==> config.mk <==
export PLATFORM = sky130hd
export DESIGN_NAME = mvr_core
export DESIGN_NICKNAME = d
export VERILOG_FILES = /design/src/hw/mvr_pkg.sv /design/src/hw/mvr_core.sv /design/src/hw/mvr_decode.sv
export SDC_FILE = /design/constraint.sdc
export NUM_CORES = 1
export LEC_CHECK = 0
export ABC_AREA = 1
export ABC_CLOCK_PERIOD_IN_PS = 1600
export BUFFER_PORTS_ARGS = -buffer_cell sky130_fd_sc_hd__buf_2
export CAP_MARGIN = 5
export CORE_MARGIN = 10
export CORE_UTILIZATION = 46
export CTS_CLUSTER_SIZE = 30
export DETAILED_ROUTE_END_ITERATION = 12
export HOLD_SLACK_MARGIN = 0.05
export PLACE_DENSITY_LB_ADDON = 0.3
export SLEW_MARGIN = 20
export SYNTH_ARGS = -nofsm -noshare
export SYNTH_HDL_FRONTEND = slang
export SYNTH_SLANG_ARGS = --single-unit
export TNS_END_PERCENT = 30
==> constraint.sdc <==
create_clock -name REF_CLK_I -period 1.6 [get_ports REF_CLK_I]
set_input_delay 0.08 -clock REF_CLK_I [delete_from_list [all_inputs] [get_ports REF_CLK_I]]
set_output_delay 0.08 -clock REF_CLK_I [all_outputs]
set_load 0.005 [all_outputs]
==> src/hw/mvr_pkg.sv <==
// shared constants and types of the move and return execution block
package mvr_pkg;

   // ******************************************************************
   // widths
   // ******************************************************************
   localparam int INSTR_W = 14;
   localparam int PC_W = 13;
   localparam int DATA_W = 8;
   localparam int FADDR_W = 7;

   // ******************************************************************
   // opcode patterns, compared under their masks; IRQ_RET_CODE and RET_CODE exactly
   // ******************************************************************
   localparam logic [13:0] STORE_MASK = 14'h3f80;
   localparam logic [13:0] STORE_CODE = 14'h0080;
   localparam logic [13:0] LOAD_LIT_MASK = 14'h3c00;
   localparam logic [13:0] LOAD_LIT_CODE = 14'h3000;
   localparam logic [13:0] RET_LIT_MASK = 14'h3c00;
   localparam logic [13:0] RET_LIT_CODE = 14'h3400;
   localparam logic [13:0] IDLE_MASK = 14'h3f9f;
   localparam logic [13:0] IDLE_CODE = 14'h0000;
   localparam logic [13:0] IRQ_RET_CODE = 14'h0009;
   localparam logic [13:0] RET_CODE = 14'h0008;

   // ******************************************************************
   // reset values and field positions
   // ******************************************************************
   localparam logic [12:0] PC_RST = 13'h0000;
   localparam logic [7:0] ACC_RST = 8'h00;
   localparam logic IRQ_EN_RST = 1'b0;
   localparam int IRQ_EN_BIT = 7;

   // ******************************************************************
   // types
   // ******************************************************************
   typedef enum logic [2:0] {
      OP_OTHER = 3'b000,
      OP_STORE = 3'b001,
      OP_LOAD_LIT = 3'b010,
      OP_IDLE = 3'b011,
      OP_IRQ_RET = 3'b100,
      OP_RET_LIT = 3'b101,
      OP_RET = 3'b110
   } mvr_op_t;

   typedef struct packed {
      mvr_op_t op;
      logic [6:0] addr;
      logic [7:0] lit;
   } mvr_dec_t;

   typedef enum logic {
      ST_EXEC = 1'b0,
      ST_FLUSH = 1'b1
   } mvr_state_t;

endpackage : mvr_pkg

==> src/hw/mvr_core.sv <==
// execution of the move and return instruction group of the 8-bit core

module mvr_core (
   input wire logic REF_CLK_I,
   input wire logic RESETN_I,
   input wire logic [13:0] INSTR_I,
   input wire logic INSTR_VALID_I,
   input wire logic [12:0] STACK_TOP_I,
   output logic [12:0] PC_O,
   output logic [7:0] ACC_O,
   output logic GLOBAL_IRQ_ENABLE_O,
   output logic FILE_WE_O,
   output logic [6:0] FILE_ADDR_O,
   output logic [7:0] FILE_DATA_O,
   output logic STACK_POP_O,
   output logic FLUSH_O
);

   // ******************************************************************
   // decoded view of the instruction word
   // ******************************************************************
   // the instruction word comes from program memory on this same clock,
   // so it feeds the decoder directly with no synchroniser in between
   mvr_pkg::mvr_dec_t dec;

   mvr_decode u_decode (
      .instr_i(INSTR_I),
      .dec_o(dec)
   );

   // ******************************************************************
   // registered state
   // ******************************************************************
   // sequencing state: executing, or burning the second return cycle
   mvr_pkg::mvr_state_t state;
   mvr_pkg::mvr_state_t next_state;

   // program counter and working accumulator
   logic [12:0] pc;
   logic [12:0] next_pc;
   logic [7:0] acc;
   logic [7:0] next_acc;

   // global_irq_enable, bit 7 of interrupt_control_reg
   logic irq_en;
   logic next_irq_en;

   // file register write port, registered so the outputs come from flops
   logic file_we;
   logic next_file_we;
   logic [6:0] file_addr;
   logic [6:0] next_file_addr;
   logic [7:0] file_data;
   logic [7:0] next_file_data;

   // return stack pop strobe and flush marker
   logic stack_pop;
   logic next_stack_pop;
   logic flush;
   logic next_flush;

   // ******************************************************************
   // next state and datapath
   // ******************************************************************
   // one process works out every next value; strobes default low so a
   // write or a pop can never be repeated by a later cycle
   always_comb begin
      next_state = state;
      next_pc = pc;
      next_acc = acc;
      next_irq_en = irq_en;
      next_file_we = 1'b0;
      next_file_addr = file_addr;
      next_file_data = file_data;
      next_stack_pop = 1'b0;
      next_flush = 1'b0;
      unique case (state)
         mvr_pkg::ST_EXEC: begin
            // a word is only executed while valid; otherwise all holds but the strobes, which drop low
            if (INSTR_VALID_I) begin
               // every one-word, one-cycle instruction steps the pc
               next_pc = pc + 13'h0001;
               unique case (dec.op)
                  mvr_pkg::OP_STORE: begin
                     // accumulator to the addressed file register
                     next_file_we = 1'b1;
                     next_file_addr = dec.addr;
                     next_file_data = acc;
                  end
                  mvr_pkg::OP_LOAD_LIT: begin
                     // literal straight into the accumulator
                     next_acc = dec.lit;
                  end
                  mvr_pkg::OP_IDLE: begin
                     // nothing but the pc step above
                     next_acc = acc;
                  end
                  mvr_pkg::OP_RET_LIT: begin
                     // literal in, stored return address out
                     next_acc = dec.lit;
                     next_pc = STACK_TOP_I;
                     next_stack_pop = 1'b1;
                     next_flush = 1'b1;
                     next_state = mvr_pkg::ST_FLUSH;
                  end
                  mvr_pkg::OP_IRQ_RET: begin
                     // return and enable interrupts in one operation
                     next_pc = STACK_TOP_I;
                     next_stack_pop = 1'b1;
                     next_irq_en = 1'b1;
                     next_flush = 1'b1;
                     next_state = mvr_pkg::ST_FLUSH;
                  end
                  mvr_pkg::OP_RET: begin
                     // plain return leaves the accumulator alone
                     next_pc = STACK_TOP_I;
                     next_stack_pop = 1'b1;
                     next_flush = 1'b1;
                     next_state = mvr_pkg::ST_FLUSH;
                  end
                  mvr_pkg::OP_OTHER: begin
                     // other groups execute elsewhere; only the pc steps
                     next_acc = acc;
                  end
                  default: begin
                     // unused op code: treat as a step, change nothing
                     next_acc = acc;
                  end
               endcase
            end
         end
         mvr_pkg::ST_FLUSH: begin
            // second cycle of a return; the prefetched word is dropped
            // here, which is why returns cost two cycles
            next_state = mvr_pkg::ST_EXEC;
         end
      endcase
   end

   // ******************************************************************
   // registers
   // ******************************************************************
   // asynchronous active-low reset, constants only in the reset branch
   always_ff @(posedge REF_CLK_I or negedge RESETN_I) begin
      if (!RESETN_I) begin
         state <= mvr_pkg::ST_EXEC;
         pc <= mvr_pkg::PC_RST;
         acc <= mvr_pkg::ACC_RST;
         irq_en <= mvr_pkg::IRQ_EN_RST;
         file_we <= 1'b0;
         file_addr <= 7'h00;
         file_data <= 8'h00;
         stack_pop <= 1'b0;
         flush <= 1'b0;
      end else begin
         state <= next_state;
         pc <= next_pc;
         acc <= next_acc;
         irq_en <= next_irq_en;
         file_we <= next_file_we;
         file_addr <= next_file_addr;
         file_data <= next_file_data;
         stack_pop <= next_stack_pop;
         flush <= next_flush;
      end
   end

   // ******************************************************************
   // outputs
   // ******************************************************************
   // every output is a flop; the flush marker equals the flush state
   assign PC_O = pc;
   assign ACC_O = acc;
   assign GLOBAL_IRQ_ENABLE_O = irq_en;
   assign FILE_WE_O = file_we;
   assign FILE_ADDR_O = file_addr;
   assign FILE_DATA_O = file_data;
   assign STACK_POP_O = stack_pop;
   assign FLUSH_O = flush;

endmodule // mvr_core

==> src/hw/mvr_decode.sv <==
// opcode decoder of the move and return instruction group
module mvr_decode (
   input wire logic [13:0] instr_i,
   output mvr_pkg::mvr_dec_t dec_o
);

   // ******************************************************************
   // decode
   // ******************************************************************
   // masked compares, exact ones for IRQ_RET_CODE and RET_CODE; literal forms ignore their two spare opcode bits
   always_comb begin
      dec_o.addr = instr_i[6:0];
      dec_o.lit = instr_i[7:0];
      if ((instr_i & mvr_pkg::STORE_MASK) == mvr_pkg::STORE_CODE) begin
         dec_o.op = mvr_pkg::OP_STORE;
      end else if ((instr_i & mvr_pkg::LOAD_LIT_MASK) == mvr_pkg::LOAD_LIT_CODE) begin
         dec_o.op = mvr_pkg::OP_LOAD_LIT;
      end else if ((instr_i & mvr_pkg::RET_LIT_MASK) == mvr_pkg::RET_LIT_CODE) begin
         dec_o.op = mvr_pkg::OP_RET_LIT;
      end else if (instr_i == mvr_pkg::IRQ_RET_CODE) begin
         dec_o.op = mvr_pkg::OP_IRQ_RET;
      end else if (instr_i == mvr_pkg::RET_CODE) begin
         dec_o.op = mvr_pkg::OP_RET;
      end else if ((instr_i & mvr_pkg::IDLE_MASK) == mvr_pkg::IDLE_CODE) begin
         dec_o.op = mvr_pkg::OP_IDLE;
      end else begin
         dec_o.op = mvr_pkg::OP_OTHER;
      end
   end

endmodule // mvr_decode

# [Word-level counts from Yosys, hierarchy flattened]
# Cells that the tools add are included.
[totals] wordCells=41 rom_bits=0 out_inout_bits=40 mem_count=0 input_bits=30 register_bits=40 latch_bits=0 ram_bits=0
[op_classes] mux=14 mul=0 reduce_logical=7 div=0 eq_ne=10 n_addsub=1 shifts=0 n_bitwise=1 n_lt_le_gt_ge=0
[ops] op="$eq 14x4->1 const B" count=2
[ops] op="$mux 3" count=5
[ops] op="$logic_not 14->1" count=1
[ops] op="$add 13x1->13 const B" count=1
[ops] op="$mux 13" count=1
[ops] op="$eq 3x3->1 const B" count=3
[ops] op="$reduce_and 3->1" count=3
[ops] op="$eq 4x4->1 const B" count=2
[ops] op="$eq 7x1->1 const B" count=1
[ops] op="$mux 1" count=6
[ops] op="$eq 3x1->1 const B" count=1
[ops] op="$eq 3x2->1 const B" count=1
[ops] op="$reduce_or 3->1" count=1
[ops] op="$mux 2" count=1
[ops] op="$pmux 1 s2" count=1
[ops] op="$reduce_and 2->1" count=1
[ops] op="$reduce_or 2->1" count=1
[ops] op="$not 1->1" count=1

# [Depth between registers and ports, before layout]
[logic_depth] ltp_word=12 depth_mapped=11 depth_no_buf=11

# [Cells and area by module]
# From an unflattened synthesis, not the netlist that was laid out.
[hier_totals] hier_cells=286 hier_area_um2=2184.6
[by_module_without_submodules] mod="mvr_core" area_each_um2=1943.1 instances=1 seq_area_each_um2=975.9 cells_each=240
[by_module_without_submodules] mod="mvr_decode" area_each_um2=241.5 instances=1 seq_area_each_um2=0.0 cells_each=46

# [Worst setup path after synthesis]
# OpenSTA, ideal clock, no wires.
[synth_path] path_kind="reg2reg" from="register pc[0] (netlist: PC_O[0])" to="register pc[4] (netlist: PC_O[4])" path_buffers=1 arrival_ps=1265 setup_ps=117 synth_period_minus_slack_ps=1381 t_required_ps=1483 stages_incl_launch_ff=8 setup_slack_ps=219 path_cell_list="dfrtp_1 -> ha_1 -> and3_1 -> buf_2 -> xor2_1 -> o21ai_2 -> nand2_1 -> nand2_1"
[synth_via] elab_chain_cells=2
[synth_lines] element="start: declaration" line="mvr_core.sv:39" text="logic [12:0] pc;"
[synth_lines] element="start signal: assignment" line="mvr_core.sv:147" text="pc <= mvr_pkg::PC_RST;"
[synth_lines] element="start signal: assignment" line="mvr_core.sv:157" text="pc <= next_pc;"
[synth_lines] element="$add 13x1->13" line="mvr_core.sv:82" text="next_pc = pc + 13'h0001;"
[synth_lines] element="$mux 13" line="mvr_core.sv:83" text="unique case (dec.op)"
# Every way passes these cells.
# A chain may end at the register's enable or synchronous reset.

# [Worst setup path in the final report]
[layout_path] from="input INSTR_I[6]" to="register acc[7] (netlist: ACC_O[7])"
[layout_via] elab_chain_cells=9 word_cells_on_any_way=11 classes_between="eq/ne (4); mux (5); reduce/logical (2)"
[layout_lines] element="start: declaration" line="mvr_core.sv:6" text="input wire logic [13:0] INSTR_I,"
[layout_lines] element="$eq 14x4->1" line="mvr_decode.sv:22" text="end else if (instr_i == mvr_pkg::RET_CODE) begin"
[layout_lines] element="$mux 3" line="mvr_decode.sv:22"
[layout_lines] element="$mux 3 (*)" line="mvr_decode.sv:20" text="end else if (instr_i == mvr_pkg::IRQ_RET_CODE) begin"
[layout_lines] element="$mux 3 (*)" line="mvr_decode.sv:18" text="end else if ((instr_i & mvr_pkg::RET_LIT_MASK) == mvr_pkg::RET_LIT_CODE) begin"
[layout_lines] element="$mux 3 (*)" line="mvr_decode.sv:16" text="end else if ((instr_i & mvr_pkg::LOAD_LIT_MASK) == mvr_pkg::LOAD_LIT_CODE) begin"
[layout_lines] element="$mux 3 (*)" line="mvr_decode.sv:14" text="if ((instr_i & mvr_pkg::STORE_MASK) == mvr_pkg::STORE_CODE) begin"
[layout_lines] element="$eq 3x3->1 or $eq 3x2->1 (tied branches)" line="mvr_core.sv:83"
[layout_lines] element="$reduce_or 2->1 (no line) (*)"
[layout_lines] element="$reduce_and 3->1 (no line) (*)"
[layout_lines] element="end signal: assignment" line="mvr_core.sv:148" text="acc <= mvr_pkg::ACC_RST;"
[layout_lines] element="end signal: assignment" line="mvr_core.sv:158" text="acc <= next_acc;"
[layout_lines] element="end: declaration" line="mvr_core.sv:41" text="logic [7:0] acc;"
# Mark *: on every way between the ends. The rest lies on a longest branch, timed or not.

==> summary.md <==
| Metric | Value |
|---|---|
| Drt first pass iters | 4 |
| Congestion Overflow GR | 0 |
| Final setup fails | 0 |
| Most common cell after layout, fill and taps aside | nand2_1 |
| DR vias | a little over 2000 |
| Remaining DRCs | 0 |
| Grt met3 use | 0.0390 |
| Fmax achieved | ~660 MHz |
| Post-route setup slack | between 0.08 and 0.09 ns |
| Clock Power Share | 0.291 |
| Crit. End Element | register |
| Final wirelength | just under 6000 um |
| Starting Density | 0.482 |
| Clock root buffer | clkbuf_8 |
| Finished layout cell area | roughly 0.0028 mm^2 |
| Most used routing layer | met2 |
| Worst path most repeated cell | nand2_1 |
| Buf+Inv Stages, Crit Path | 2 |
| Mapped Area | ~0.0021 mm^2 |
| Max Cap Viol | 0 |
| Reg power frac | 0.450 |
| Internal power | about 2.0 mW |
| Clk buf depth | 2 |
| Yosys warnings | 0 |
| Port bufs | 69 |
| WL per Instance | approximately 14 um |
| Synth Area per Inst | between 8 and 9 um^2 |
| Final Cycle Share | 0.950 |
| DP Worst Slack | about 0.11 ns |
| Leakage | 1.57 nW |
| Worst Path Max Fanout | 8 |
| Skew final | 0.00393 ns |
| Antenna-violating nets left | 0 |
| Tot Pwr | 2.95 mW |
| Critical path class | in2reg |
| Total Routing Usage GR | 0.151 |
| Crit path largest cell delay | 0.54 ns |
| Core area | around 0.0044 mm^2 |
| CTS sink count | 39 |
| Synth Register Bits | 39 |
| Relative slew slack | 0.669 |
| Die Wd | just under 90 um |
| Worst Tran Pin Value | roughly 0.50 ns |
| Max-slew violations | 0 |
| First-iteration detailed-routing DRC count | 71 |
| Crit path arrival time | approximately 1.7 ns |
| Largest net degree at the start of global routing | 22 |
| H-tree levels | 2 |
| VDD IR-drop max | about 530 uV |
| Worst-skew pair later-pin latency | between 0.2 and 0.3 ns |
| Fillers | 411 |
| Critical Path RT | about 1.8 ns |
| Seq/Total Area, Yosys | 0.459 |
| Post-synth net total | 296 |
| Num CTS Buffers | 5 |
| Outcome | completed |
| Vias in the first global route | between 2000 and 2500 |
| Layout cells sized above 1 | 0.368 |
| I/O Pins | 70 |
| # diodes | 0 |
| Sw Pwr | about 0.96 mW |
| Nets | ~380 |
| Cell Rows | 24 |
| CTS tree | done |
| Critical path startpoint category | primary input |
| Final Hold Viols | 0 |
| Post-Place Cell Area | 0.00253 mm^2 |
| Most frequent cells in the layout | nand2_1, buf_2, dfrtp_1 |
| Die area | ~0.0077 mm^2 |
| Met2 usage | 0.255 |
| Clock transition at path regs | ~0.080 ns |
| Pwr/cell area | roughly 1100 mW/mm^2 |
| Met1 usage | 0.181 |
| Slowest-stage cell, CP | dlygate4sd3_1 |
| Drt via density | 5.01 |
| Critical-path cell list | dlygate4sd3_1 > buf_2 > nor2_2 > nand2_1 > nor2_2 > nand2_2 > nand3_4 > nand2_4 > nand2_8 > nand2_4 > nand2_1 > nand2_1 |
| HP Class | in2reg |
| Combinational share of power | 0.259 |
| Worst path top cell family by delay | simple AND/OR/NAND/NOR gates |
| Antenna violations before repair | 0 |
| Mapped Cells | about 270 |
| Unique cell type count in the Yosys netlist | 32 |
| P&R area growth vs syn | 31.5% |
| First-pass GRT wire length | 9490 um |
| GPL Wtd Cong | between 0.8 and 0.9 |
| Post-DP HPWL | between 4000 and 5000 um |
| Sw frac | 0.326 |
| Die Y-Extent | just under 90 um |
| Tmin final | approximately 1.5 ns |
==> per-layer routing <==
layer	up-vias	part of all wire	routed length (um)
met1	949	0.43	2500
met4	0	0.013	75
li1	1002	-	-
met5	-	0	0
met2	62	0.48	2800
met3	6	0.073	425
==> worst paths after layout <==
kind | start | end | slack (ns) | depth (start not counted)
setup reg to reg | PC_O[0] | PC_O[12] | 0.16 | 6
setup / recovery | INSTR_I[6] | ACC_O[7] | 0.08 | 12
min in group asynchronous | RESETN_I | FILE_DATA_O[0] | 0.28 | 2
max in group asynchronous | RESETN_I | PC_O[3] | 0.84 | 3
hold reg to reg | FILE_DATA_O[3] | FILE_DATA_O[3] | 0.48 | 2
hold / removal | INSTR_I[1] | FILE_ADDR_O[1] | 0.05 | 3
==> worst register-to-register path: stages, from the launching register on <==
cell and delay [ns]:
dfrtp_1 0.42, ha_1 0.20, and3_2 0.27, nand3_1 0.11, xnor2_1 0.15, o21ai_1 0.12, nand2_1 0.06
==> sequential cells by signal, indices dropped and copies added, names as in the netlist <==
| register | cells |
|---|---|
| PC_O | 13 |
| ACC_O | 8 |
| FILE_DATA_O | 8 |
| FILE_ADDR_O | 7 |
| FILE_WE_O | 1 |
| FLUSH_O | 1 |
| GLOBAL_IRQ_ENABLE_O | 1 |
==> cell usage after synthesis (all sizes together) <==
cell type  count  share of area
a21o           1         0.0035
a21oi         11          0.029
and3           1         0.0029
buf            8          0.031
dfrtp         39           0.46
ha             1         0.0059
inv           21          0.038
nand2        111           0.22
nand3         22          0.060
nor2          24          0.058
nor3           3         0.0094
o21ai         14          0.047
o21bai         1         0.0035
or2            1         0.0029
xnor2          4          0.016
xor2           3          0.012
==> final cells by class <==
| type | instances | area (um^2) | area share |
|---|---|---|---|
| multi-input combinational | 197 | 1020 | 0.364 |
| inverter | 21 | 81.3 | 0.0291 |
| sequential | 39 | 976 | 0.349 |
| tap | 52 | 65.1 | 0.0233 |
| clock inverter | 3 | 46.3 | 0.0165 |
| timing repair buffer | 86 | 541 | 0.193 |
| clock buffer | 5 | 68.8 | 0.0246 |
==> through the flow <==
stage / TNS (ns) / hold WS, ns / std cells / utilization
finish: 0 / 0.0501 / 403 / 0.634
global route: -0.0458 / 0.0754 / 403 / 0.634
CTS: 0 / 0.0537 / 399 / 0.618
detailed placement: 0 / 0.0678 / 383 / 0.574
global placement: 0 / 0.0555 / 383 / 0.574
floorplan: 0 / -0.216 / 265 / -
==> cells by family after synthesis <==
family,share of synthesized area
DFF,0.459
buffers and inverters,0.0694
AOI/OAI and AO/OA,0.0835
and+or+nand+nor,0.354
xor gates and xnor gates,0.0288
adders and majority gates,0.00588
==> what timing repair did <==
| action | CTS | global route |
|---|---|---|
| hold buffers | 8 | 0 |
| endpoints found under the setup margin | 0 | 18 |
| hold endpoints to repair | 27 | 0 |
| resized for setup | 0 | 6 |
| buffers inserted | 0 | 4 |
==> power groups by stage <==
| stage | logic [mW] | registers [mW] | clock network, mW |
|---|---|---|---|
| floorplan | 0.417 | 1.33 | 0 |
| global placement | 0.733 | 1.33 | 0 |
| detailed placement | 0.746 | 1.34 | 0 |
| CTS | 0.765 | 1.32 | 0.876 |
| global route | 0.878 | 1.35 | 0.909 |
| finish | 0.763 | 1.33 | 0.859 |
Power figures use the tool's default switching activity.
